File: config.mk
export PLATFORM = sky130hd
export DESIGN_NAME = stream_parser_flat
export DESIGN_NICKNAME = d
export VERILOG_FILES = /design/src/hdl/frame_pkg.sv /design/src/hdl/frame_link_if.sv /design/src/hdl/stream_parser.sv /design/src/flat_wrapper.sv
export SDC_FILE = /design/constraint.sdc
export NUM_CORES = 1
export LEC_CHECK = 0
export BUFFER_PORTS_ARGS = -buffer_cell sky130_fd_sc_hd__buf_2
export CAP_MARGIN = 20
export CORE_ASPECT_RATIO = 0.6
export CORE_MARGIN = 2
export CORE_UTILIZATION = 53
export CTS_CLUSTER_DIAMETER = 40
export DETAILED_ROUTE_END_ITERATION = 10
export PLACE_DENSITY = 0.8
export SLEW_MARGIN = 40
export SYNTH_ARGS = -nofsm -noshare
export SYNTH_HDL_FRONTEND = slang
export SYNTH_SLANG_ARGS = --single-unit
File: constraint.sdc
create_clock -name clk_i -period 3.3 [get_ports clk_i]
set_clock_uncertainty 0.15 [all_clocks]
set_input_delay 0.165 -clock clk_i [delete_from_list [all_inputs] [get_ports clk_i]]
set_output_delay 0.165 -clock clk_i [all_outputs]
set_load 0.01 [all_outputs]
File: src/hdl/frame_pkg.sv
// Constants shared by both ends of the compressed field stream link.
// Assumes a 32-bit word link, markers always occupying whole words.
package frame_pkg;

    // ========================================
    // Word and field widths
    localparam int WORD_W = 32;
    localparam int BW_W = 16;
    localparam int TC_BITS = 96;
    localparam int TC_CONTENT_BITS = 90;
    localparam logic [1:0] TC_LAST = 2'h2;

    // ========================================
    // Delimiter codes
    localparam logic [31:0] SOF_HI = 32'hFFFFFFFF;
    localparam logic [31:0] FIELD_ONE_START_MARKER_LO = 32'h40000000;
    localparam logic [31:0] FIELD_TWO_START_MARKER_LO = 32'h41000000;
    localparam logic [23:0] MARK_PREFIX = 24'hFFFFFF;
    localparam logic [7:0] KIND1 = 8'h81;
    localparam logic [7:0] KIND2 = 8'h82;
    localparam logic [7:0] KIND3 = 8'h83;
    localparam logic [7:0] KIND4 = 8'h84;
    localparam logic [7:0] ZERO_KIND = 8'h85;
    localparam logic [7:0] NO_KIND = 8'h00;
    localparam logic [31:0] EOS_CODE = 32'hFFFFFF87;
    localparam logic [7:0] FIRST_TYPE = 8'h84;

    // ========================================
    // Block transfer order, index 0 is the first block
    localparam int BLOCK_COUNT = 42;
    localparam logic [5:0] LAST_IDX = 6'h29;
    localparam logic [5:0] BLOCK_ORDER [0:41] = '{
        6'h06, 6'h09,
        6'h14, 6'h16, 6'h13, 6'h17, 6'h11, 6'h19, 6'h10, 6'h1A, 6'h0E, 6'h1C, 6'h0D, 6'h1D,
        6'h0B, 6'h1F, 6'h0A, 6'h20, 6'h08, 6'h22, 6'h07, 6'h23,
        6'h05, 6'h25, 6'h04, 6'h26, 6'h02, 6'h28, 6'h01, 6'h29,
        6'h00, 6'h27, 6'h0C, 6'h24, 6'h0F, 6'h21, 6'h12, 6'h1E,
        6'h15, 6'h1B, 6'h18, 6'h03
    };
    localparam logic [7:0] BLOCK_KIND [0:41] = '{
        NO_KIND, KIND4,
        KIND3, KIND3, KIND3, KIND3, KIND3, KIND3, KIND3, KIND3, KIND3, KIND3, KIND3, KIND3,
        KIND3, KIND1, KIND3, KIND1, KIND3, KIND1, KIND3, KIND1,
        KIND3, KIND1, KIND3, KIND1, KIND3, KIND1, KIND3, KIND1,
        KIND4, KIND2, KIND4, KIND2, KIND4, KIND2, KIND4, KIND2,
        KIND2, KIND2, KIND2, KIND4
    };

endpackage

File: src/hdl/frame_link_if.sv
// Word link between the stream builder and the stream parser.
// Assumes both ends share one clock and one clock enable.
`timescale 1ns/100ps

interface frame_link_if;
    logic [31:0] data;
    logic valid;
    logic ready;

    modport host (
        output data,
        output valid,
        input ready
    );

    modport dev (
        input data,
        input valid,
        output ready
    );
endinterface

File: src/hdl/stream_parser.sv
// Device end: parses field sequences from the word link in decode.
// Assumes payload words never begin with the all-ones delimiter prefix.
//
// What this block does
// RULE1: First block then 41 further blocks.
// RULE2: Block is marker, bin width, payload.
// RULE3: Field marker, timecode, type, width, block 6 payload.
// RULE4: Block 9 kind four, then twelve kind three.
// RULE5: Sixteen blocks alternate kind three and one.
// RULE6: Tail uses kinds four and two, block 3 last.
// RULE7: Zero-data marker may replace any block marker.
// RULE8: Fields alternate; sequence end marker closes decode.
// RULE9: Field markers are fixed; they restart decoding. Here one that arrives among the timecode words is taken as timecode instead.
// RULE10: Delimiters start on 32-bit word boundaries.
// RULE11: First block type code is 8-bit 0x84.
// RULE12: Timecode takes 12 bytes, 90 carry content.
// RULE13: Bin width is a 16-bit value.
`timescale 1ns/100ps

module stream_parser (
    // Clock, reset, enable
    input wire logic clk_i,
    input wire logic reset_n_i,
    input wire logic ce_i,
    // Link from the building end
    frame_link_if.dev link,
    // Field information
    output logic field_two_o,
    output logic field_start_o,
    output logic decoder_reset_o,
    output logic [frame_pkg::TC_BITS-1:0] timecode_o,
    output logic timecode_valid_o,
    output logic [7:0] first_type_o,
    // Block information
    output logic block_start_o,
    output logic [5:0] block_num_o,
    output logic zero_block_o,
    output logic [frame_pkg::BW_W-1:0] bin_width_o,
    output logic bin_width_valid_o,
    // Payload words
    output logic [31:0] pay_data_o,
    output logic pay_valid_o,
    // Sequence status
    output logic seq_end_o,
    output logic order_err_o
);

    typedef enum logic [2:0] {
        P_HUNT = 3'h0,
        P_SOF_LO = 3'h1,
        P_TC = 3'h2,
        P_FIRST = 3'h3,
        P_BW = 3'h4,
        P_PAY = 3'h5
    } parse_state_type;

    parse_state_type st_q, st_d;
    logic ready_q;
    logic [5:0] idx_q, idx_d;
    logic [1:0] tc_cnt_q, tc_cnt_d;
    logic seen_q, seen_d;
    logic field_q, field_d;
    logic [95:0] tc_q, tc_d;
    logic [7:0] type_q, type_d;
    logic [5:0] blk_q, blk_d;
    logic zero_q, zero_d;
    logic [15:0] bw_q, bw_d;
    logic [31:0] pay_q, pay_d;
    logic fstart_q, fstart_d;
    logic tcv_q, tcv_d;
    logic bstart_q, bstart_d;
    logic bwv_q, bwv_d;
    logic payv_q, payv_d;
    logic eos_q, eos_d;
    logic err_q, err_d;

    // ========================================
    // Word decoding
    wire take = link.valid && ready_q;
    wire [31:0] w = link.data;
    wire is_sof_hi = w == frame_pkg::SOF_HI;
    wire is_eos = w == frame_pkg::EOS_CODE;
    wire is_mark = (w[31:8] == frame_pkg::MARK_PREFIX) && !is_sof_hi; // see RULE10
    wire is_sof_lo = (w == frame_pkg::FIELD_ONE_START_MARKER_LO) || (w == frame_pkg::FIELD_TWO_START_MARKER_LO);
    wire is_zero = w[7:0] == frame_pkg::ZERO_KIND;
    wire room = idx_q != frame_pkg::LAST_IDX;
    wire [5:0] next_idx = idx_q + 6'h01;
    wire [7:0] kind_exp = room ? frame_pkg::BLOCK_KIND[next_idx] : frame_pkg::NO_KIND;
    wire kind_ok = room && (is_zero || (w[7:0] == kind_exp));

    assign link.ready = ready_q;
    assign field_two_o = field_q;
    assign field_start_o = fstart_q;
    assign decoder_reset_o = fstart_q;
    assign timecode_o = tc_q;
    assign timecode_valid_o = tcv_q;
    assign first_type_o = type_q;
    assign block_start_o = bstart_q;
    assign block_num_o = blk_q;
    assign zero_block_o = zero_q;
    assign bin_width_o = bw_q;
    assign bin_width_valid_o = bwv_q;
    assign pay_data_o = pay_q;
    assign pay_valid_o = payv_q;
    assign seq_end_o = eos_q;
    assign order_err_o = err_q;

    // ========================================
    // Parsing
    always_comb begin
        st_d = st_q;
        idx_d = idx_q;
        tc_cnt_d = tc_cnt_q;
        seen_d = seen_q;
        field_d = field_q;
        tc_d = tc_q;
        type_d = type_q;
        blk_d = blk_q;
        zero_d = zero_q;
        bw_d = bw_q;
        pay_d = pay_q;
        fstart_d = 1'b0;
        tcv_d = 1'b0;
        bstart_d = 1'b0;
        bwv_d = 1'b0;
        payv_d = 1'b0;
        eos_d = 1'b0;
        err_d = 1'b0;
        if (take && is_sof_hi && (st_q != P_TC)) begin
            // A field marker is honoured anywhere except among the timecode words, even mid-field
            st_d = P_SOF_LO; // see RULE9
        end else if (take) begin
            case (st_q)
                P_HUNT: begin
                    if (is_eos) begin
                        eos_d = 1'b1; // see RULE8
                        seen_d = 1'b0;
                    end
                end
                P_SOF_LO: begin
                    if (is_sof_lo) begin
                        field_d = w == frame_pkg::FIELD_TWO_START_MARKER_LO; // see RULE9
                        err_d = seen_q && ((w == frame_pkg::FIELD_TWO_START_MARKER_LO) == field_q); // see RULE8
                        seen_d = 1'b1;
                        fstart_d = 1'b1;
                        tc_cnt_d = 2'h0;
                        st_d = P_TC;
                    end else begin
                        err_d = 1'b1;
                        st_d = P_HUNT;
                    end
                end
                P_TC: begin
                    tc_d = {tc_q[63:0], w}; // see RULE12
                    tc_cnt_d = tc_cnt_q + 2'h1;
                    if (tc_cnt_q == frame_pkg::TC_LAST) begin
                        tcv_d = 1'b1;
                        st_d = P_FIRST;
                    end
                end
                P_FIRST: begin
                    type_d = w[31:24]; // see RULE11
                    err_d = w[31:24] != frame_pkg::FIRST_TYPE;
                    bw_d = w[15:0]; // see RULE13
                    bwv_d = 1'b1;
                    idx_d = 6'h00;
                    blk_d = frame_pkg::BLOCK_ORDER[0]; // see RULE3
                    bstart_d = 1'b1;
                    zero_d = 1'b0;
                    st_d = P_PAY;
                end
                P_BW: begin
                    bw_d = w[15:0]; // see RULE2 see RULE13
                    bwv_d = 1'b1;
                    st_d = P_PAY;
                end
                P_PAY: begin
                    if (is_eos) begin
                        eos_d = 1'b1; // see RULE8
                        err_d = room;
                        seen_d = 1'b0;
                        st_d = P_HUNT;
                    end else if (is_mark) begin
                        // Wrong kind is flagged but parsing keeps the fixed order
                        err_d = !kind_ok; // see RULE4 see RULE5 see RULE6 see RULE7
                        idx_d = room ? next_idx : idx_q; // see RULE1
                        blk_d = frame_pkg::BLOCK_ORDER[room ? next_idx : idx_q];
                        zero_d = is_zero; // see RULE7
                        bstart_d = 1'b1;
                        st_d = P_BW; // see RULE2
                    end else begin
                        pay_d = w;
                        payv_d = 1'b1;
                        err_d = zero_q;
                    end
                end
                default: st_d = P_HUNT;
            endcase
        end
    end

    always_ff @(posedge clk_i or negedge reset_n_i) begin
        if (!reset_n_i) begin
            st_q <= P_HUNT;
            ready_q <= 1'b0;
            idx_q <= 6'h00;
            tc_cnt_q <= 2'h0;
            seen_q <= 1'b0;
            field_q <= 1'b0;
            tc_q <= 96'h0;
            type_q <= 8'h00;
            blk_q <= 6'h00;
            zero_q <= 1'b0;
            bw_q <= 16'h0000;
            pay_q <= 32'h00000000;
        end else if (ce_i) begin
            st_q <= st_d;
            ready_q <= 1'b1;
            idx_q <= idx_d;
            tc_cnt_q <= tc_cnt_d;
            seen_q <= seen_d;
            field_q <= field_d;
            tc_q <= tc_d;
            type_q <= type_d;
            blk_q <= blk_d;
            zero_q <= zero_d;
            bw_q <= bw_d;
            pay_q <= pay_d;
        end
    end

    // ========================================
    // One-cycle strobes
    always_ff @(posedge clk_i or negedge reset_n_i) begin
        if (!reset_n_i) begin
            fstart_q <= 1'b0;
            tcv_q <= 1'b0;
            bstart_q <= 1'b0;
            bwv_q <= 1'b0;
            payv_q <= 1'b0;
            eos_q <= 1'b0;
            err_q <= 1'b0;
        end else if (ce_i) begin
            fstart_q <= fstart_d;
            tcv_q <= tcv_d;
            bstart_q <= bstart_d;
            bwv_q <= bwv_d;
            payv_q <= payv_d;
            eos_q <= eos_d;
            err_q <= err_d;
        end
    end

endmodule

File: src/flat_wrapper.sv
// flat-port wrapper written by rule: the top's interface ports become plain ports
module stream_parser_flat 
  (clk_i, reset_n_i, ce_i, field_two_o, field_start_o, decoder_reset_o, timecode_o, timecode_valid_o, first_type_o, block_start_o, block_num_o, zero_block_o, bin_width_o, bin_width_valid_o, pay_data_o, pay_valid_o, seq_end_o, order_err_o, link_data, link_valid, link_ready);
  frame_link_if link_i ();
  input wire logic clk_i;
  input wire logic reset_n_i;
  input wire logic ce_i;
  output logic field_two_o;
  output logic field_start_o;
  output logic decoder_reset_o;
  output logic [frame_pkg::TC_BITS-1:0] timecode_o;
  output logic timecode_valid_o;
  output logic [7:0] first_type_o;
  output logic block_start_o;
  output logic [5:0] block_num_o;
  output logic zero_block_o;
  output logic [frame_pkg::BW_W-1:0] bin_width_o;
  output logic bin_width_valid_o;
  output logic [31:0] pay_data_o;
  output logic pay_valid_o;
  output logic seq_end_o;
  output logic order_err_o;
  input wire logic [$bits(link_i.data)-1:0] link_data;
  input wire logic [$bits(link_i.valid)-1:0] link_valid;
  output wire logic [$bits(link_i.ready)-1:0] link_ready;
  assign link_i.data = link_data;
  assign link_i.valid = link_valid;
  assign link_ready = link_i.ready;
  stream_parser u_core (.clk_i(clk_i), .reset_n_i(reset_n_i), .ce_i(ce_i), .link(link_i), .field_two_o(field_two_o), .field_start_o(field_start_o), .decoder_reset_o(decoder_reset_o), .timecode_o(timecode_o), .timecode_valid_o(timecode_valid_o), .first_type_o(first_type_o), .block_start_o(block_start_o), .block_num_o(block_num_o), .zero_block_o(zero_block_o), .bin_width_o(bin_width_o), .bin_width_valid_o(bin_width_valid_o), .pay_data_o(pay_data_o), .pay_valid_o(pay_valid_o), .seq_end_o(seq_end_o), .order_err_o(order_err_o));
endmodule
======== After elaboration in Yosys (flattened, before gate mapping) ========
Memories as Yosys holds them, arrays and structs flattened.
Cells that the tools add are included.
storage, ports and cells
  register bits after elaboration ......... 180
  bits in read-only memories .............. 896
  input bits .............................. 36
  output and inout port bits .............. 169
  word-level logic and storage cells ...... 138
  memories ................................ 2
operators by class
  add/sub/neg operators ................... 2
  order comparisons ....................... 2
  equal/unequal tests ..................... 24
  muxes and demuxes ....................... 58
  bitwise gates (word level) .............. 5
  reduce and logical (&&, ||, !) cells .... 26
memory list
  memory            words  bits a word  read ports  clocked after memory_dff  wr ports  line                  source
  (name not given)  64     8            1           0                         0         stream_parser.sv:88   wire [7:0] kind_exp = room ? frame_pkg::BLOCK_KIND[next_idx] : frame_pkg::NO_KIND;
  (name not given)  64     6            1           0                         0         stream_parser.sv:187  blk_d = frame_pkg::BLOCK_ORDER[room ? next_idx : idx_q];
operator list
  cell                    number
  $eq A32 B31 Y1 const B  2
  $eq A32 B32 Y1 const B  2
  $mux W6                 7
  $mux W1                 33
  $eq A24 B24 Y1 const B  1
  $mux W8                 3
  $pmux W6 S2             2
  $reduce_and A6 Y1       3
  $mux W3                 5
  $pmux W3 S5             1
  $reduce_and A5 Y1       3
  $ge A7 B7 Y1 const B    2
  $not A6 Y7              2
  $reduce_and A4 Y1       3
  $eq A8 B8 Y1            1
  $eq A8 B8 Y1 const B    1
  $ne A2 B1 Y1 const B    4
  $ne A8 B8 Y1 const B    1
  $reduce_bool A2 Y1      4
  $add A6 B1 Y6 const B   1
  $eq A3 B2 Y1 const B    2
  $eq A3 B3 Y1 const B    2
  $logic_and A1 B1 Y1     6
  $ne A6 B6 Y1 const B    1
  other kinds (17)        25

======== Logic depth before layout (Yosys ltp) ========
  depth in word-level cells ............... 15
  depth in mapped cells ................... 12
  gate-level depth less buffers ........... 12

======== Worst setup path before layout ========
OpenSTA, ideal clock, no wires.
  kind .................................... register to register
  start point ............................. register u_core.idx_q[1]
  end point ............................... register u_core.blk_q[2] (netlist: u_core.block_num_o[2])
  arrival time ............................ 2.466 ns
  data required time ...................... 3.021 ns
  slack ................................... 0.555 ns
  stages on the path, launching flop included .. 13
  path buffers ............................ 0
  cells stage by stage .................... dfrtp_1 -> inv_1 -> ha_1 -> nand4b_1 -> or2_1 -> a21oi_2 -> ha_1 -> nand2_1 -> a21boi_1 -> o21a_1 -> o311a_1 -> nor3_1 -> o21ai_1
on the way
  longest elaborated chain between the ends .. 9
ends and longest elaborated chain
  item                                                  line                                      source
  start, declared                                       stream_parser.sv:59                       logic [5:0] idx_q, idx_d;
  start signal, assigned                                stream_parser.sv:219                      idx_q <= idx_d;
  $add A6 B1 Y6 / $ne A6 B6 Y1 (equally long branches)  stream_parser.sv:87, stream_parser.sv:86
  $mux W6 (*)                                           -
  $not A6 Y7 (*)                                        stream_parser.sv:187
  $mem_v2 Z64 W6 (*)                                    -
  $mux W6 (*) (2 in a row)                              stream_parser.sv:187
  $mux W6 (*)                                           stream_parser.sv:183                      end else if (is_mark) begin
  $mux W6 (*)                                           stream_parser.sv:178                      if (is_eos) begin
  $pmux W6 S2 (*)                                       stream_parser.sv:133                      case (st_q)
  end signal, assigned                                  stream_parser.sv:225                      blk_q <= blk_d;
  end, declared                                         stream_parser.sv:65                       logic [5:0] blk_q, blk_d;
Mark *: on every way between the ends. The rest lies on a longest branch, timed or not. The select of a mux whose other input is x is not followed.
A chain may end at the register's enable or synchronous reset.

======== Worst setup path in the final report ========
  start point ............................. register u_core.idx_q[0]
  end point ............................... register u_core.err_q (netlist: u_core.order_err_o)
on the way
  longest elaborated chain between the ends .. 15
ends and longest elaborated chain
  item                                        line                  source
  $add A6 B1 Y6                               stream_parser.sv:87   wire [5:0] next_idx = idx_q + 6'h01;
  $not A6 Y7 (implied by the code)            stream_parser.sv:88
  $mem_v2 Z64 W8                              -
  $mux W8 (implied by the code) (2 in a row)  stream_parser.sv:88
  $mux W8                                     stream_parser.sv:88
  $eq A8 B8 Y1                                stream_parser.sv:89   wire kind_ok = room && (is_zero || (w[7:0] == kind_exp));
  $logic_or A1 B1 Y1                          stream_parser.sv:89
  $logic_and A1 B1 Y1                         stream_parser.sv:89
  $logic_not A1 Y1                            stream_parser.sv:185  err_d = !kind_ok;
  $mux W1                                     stream_parser.sv:183
  $mux W1 (*)                                 stream_parser.sv:178
  $pmux W1 S3 (*)                             stream_parser.sv:133
  $mux W1 (*)                                 stream_parser.sv:132  end else if (take) begin
  $mux W1 (*)                                 stream_parser.sv:129  if (take && is_sof_hi && (st_q != P_TC)) begin
  end signal, assigned                        stream_parser.sv:250  err_q <= err_d;
  end, declared                               stream_parser.sv:75   logic err_q, err_d;
Marked as above.

==> qor.yml <==
status: "complete, no violations"
fin_util: 0.6964
drt-initial-drc-count: 487
maxSlewHeadroom: 0.5086
crit_fanout: 12
cp_data_arrival_time_ns: 3.19
grt_max_degree: 97
path_cells: "ha_1 -> nand3_1 -> xor2_1 -> o21ai_0 -> a21oi_1 -> mux2i_1 -> o2111ai_1 -> a221o_1"
dp_cells: 1184
dp_hpwl_um: 15160
syn_area_um2: 7954
worstSkewPairLatency_ns: 0.42
via_count: 6759
p_per_area_nw_per_um2: 428.3
drv_slew: 0
post-route-drc-count: 0
wl_per_cell_um: 17.42
synth_edf_count: 0
dpl-instance-area_um2: 9244
rsz0062_at_grt: "no"
fillCellCount: 1063
setup-tns-final_ns: 0
start_kind: "register"
fp-row-count: 34
syn-mean-instance-area_um2: 9.893
design_area_um2: 10160
yosys.area.top_type: "dfrtp_1"
final.min_clock_period_ns: 3.041
die_area_um2: 16040
synth_area_leaders: "dfrtp_1 57%, nand2_1 15%, mux2_1 4.1%, mux2_2 4.0%, ha_1 2.4%"
synth_ff_type: "dfrtp_1"
timing.final.crit_share: 0.9215
postRouteAntennaNets: 0
ys_seq_area_frac: 0.5663
grt_pass1_wl_um: 35260
port-buffer-count: 204
synthCells: 804
clock-sinks: 180
drtPass1Iterations: 5
cts-root-buf: "clkbuf_16"
cpMaxStageDelayCell: "dfrtp_1"
hold_class: "in2reg"
async_flop_share: 1.000
clkTransAtPathRegs_ns: 0.07
timing.fmax_ghz: 0.3289
diodes: 0
grt_pass1_vias: 6533
die_h_um: 98.89
crit_type: "reg2reg"
ys_ff_latch: 180
syn-num-nets: 855
wirelength_um: 21780
yosysWarnings: 0
irDropWorstVdd_mv: 0.3242
start_util: 0.5451
grt-ovfl-total: 0
worstPathRequired_ns: 3.45
synth_cell_types: 66
setup_viol: 0
cap_viol_max_count: 0
fp.dieW_um: 162.2
htreeDepth: 4
grt_usage: 0.2805
antenna_found_initial: 0
cts_tree: "built"
synthToLayoutAreaGrowth_pct: 27.75
hold_viol: 0
critPathCaptureType: "register"
viasPerCell: 5.407
yosysTopAreaCellShare: 0.5663
cts_made_buffers: 17
fin_cells: 1250
drive_gt1_frac: 0.2814
worst_pin_slew_ns: 0.7372
critical-path-max-stage-delay_ns: 0.59
coreArea_um2: 14590
place_congestion: 0.9497
cts_max_path_buffers: 2
power_leakage_nw: 5.920
nets: 1090
io_pins: 205
critical path, delay by kind of cell (launching register included):
kind,cells,cell delay (ns)
DFF,1,0.59
and+or+nand+nor,1,0.18
muxes,1,0.23
adders and majority gates,1,0.34
AOI/OAI and AO/OA,4,0.91
xor gates and xnor gates,1,0.51
cell families (layout without fill, tap and decap cells):
kind of cell,Yosys count,count (layout),synth area share
simple gates,412,412,0.2174
compound gates,73,73,0.06387
xor+xnor,11,11,0.01400
buf+inv,52,300,0.02910
mux,61,61,0.08573
flops,180,180,0.5663
fa+ha+maj,15,15,0.02360
timing repair:
item                                   in CTS  in global routing
buffers inserted                            0                  0
hold buffers                               34                  0
endpoints found under the hold margin     178                  0
resized for setup                           0                  0
registers in the layout, summed over array words and instances, names as in the netlist:
signal,flops
u_core.order_err_o,1
u_core.st_q,3
u_core.bin_width_valid_o,1
u_core.timecode_valid_o,1
u_core.field_two_o,1
u_core.idx_q,6
u_core.zero_block_o,1
u_core.first_type_o,8
u_core.timecode_o,96
u_core.seq_end_o,1
u_core.bin_width_o,16
u_core.pay_data_o,32
u_core.link.ready,1
u_core.seen_q,1
u_core.decoder_reset_o,1
u_core.block_num_o,6
u_core.block_start_o,1
u_core.pay_valid_o,1
u_core.tc_cnt_q,2
synthesized netlist by cell type (2+ instances only):
library cell	instances
o211ai_1	3
xnor2_1	6
a31oi_1	2
mux2_2	28
nand2_2	2
nand2_1	323
nor4_1	9
o21ai_0	21
nand3b_1	2
nor2_1	22
mux2i_1	4
mux2_1	29
buf_6	3
buf_1	2
clkbuf_1	25
nand3_1	10
inv_1	13
xor2_1	3
a211oi_1	2
o21ai_1	4
dfrtp_1	180
a211o_1	2
xnor2_2	2
buf_2	8
a221oi_1	3
nor2b_1	5
nand4_1	8
a21o_1	2
o31ai_1	6
nand2b_1	4
or2_2	2
and3_1	2
ha_1	15
nor3_1	11
a21oi_1	10
through the flow:
step           hold slack [ns]  total power (W)  setup slack, ns
2_1_floorplan          -0.2806         0.002279           0.5548
3_3_place_gp            0.1535         0.002389           0.3309
3_5_place_dp            0.1549         0.002390           0.2822
4_1_cts                 0.1106         0.004386           0.2832
5_1_grt                 0.1398         0.004509          0.02375
6_report                0.1237         0.004352           0.2592
cell type report:
type                    instances  area [µm²]  share of cell area
flip-flops and latches        180        4504              0.4433
well taps                     198       247.7             0.02438
clock inverters                13       131.4             0.01293
multi-input cells             572        3236              0.3184
repair buffers                255        1550              0.1526
clock buffers                  19       442.9             0.04359
inverters                      13       48.80            0.004802
where the power goes:
part	leakage, nW	internal [W]	switching [W]	total, W
combinational	3.13	0.0000607	0.000104	0.000165
sequential	2.50	0.00221	0.00000595	0.00221
clock	0.283	0.00103	0.000948	0.00197
total	5.92	0.00329	0.00106	0.00435
placed cells by master, fill, tap and decap left out, types with 4 or more instances in the layout:
master         count
nand2_1          323
buf_2            203
dfrtp_1          180
dlygate4sd3_1     34
mux2_1            29
mux2_2            28
nor2_1            21
o21ai_0           21
clkbuf_16         17
ha_1              15
inv_1             13
buf_4             12
nor3_1            11
nand3_1           10
a21oi_1           10
nor4_1             9
nand4_1            8
xnor2_1            6
o31ai_1            6
nor2b_1            5
clkinv_4           5
nand2b_1           4
o21ai_1            4
mux2i_1            4
inv_8              4
layer usage:
metal	vias to the layer above	part of all wire	track usage
met4	0	0.011	0.05514
met1	3274	0.47	0.4243
met3	18	0.094	0.07449
met5	-	0	0
li1	3141	-	-
met2	326	0.43	0.4111
final timing paths:
check,startpoint,to,slack (ns),cells past startpoint
max reg2reg,u_core.idx_q[0]$_DFFE_PN0P_,u_core.order_err_o$_DFFE_PN0P_,0.26,8
min,link_valid,u_core.st_q[2]$_DFFE_PN0P_,0.12,5
min in group asynchronous,reset_n_i,u_core.timecode_o[76]$_DFFE_PN0P_,0.20,2
max,u_core.idx_q[0]$_DFFE_PN0P_,u_core.order_err_o$_DFFE_PN0P_,0.26,8
max in group asynchronous,reset_n_i,u_core.bin_width_o[4]$_DFFE_PN0P_,2.05,3
min reg2reg,u_core.timecode_o[80]$_DFFE_PN0P_,u_core.timecode_o[80]$_DFFE_PN0P_,0.32,2
No activity file was read; power rests on OpenSTA's default activity.
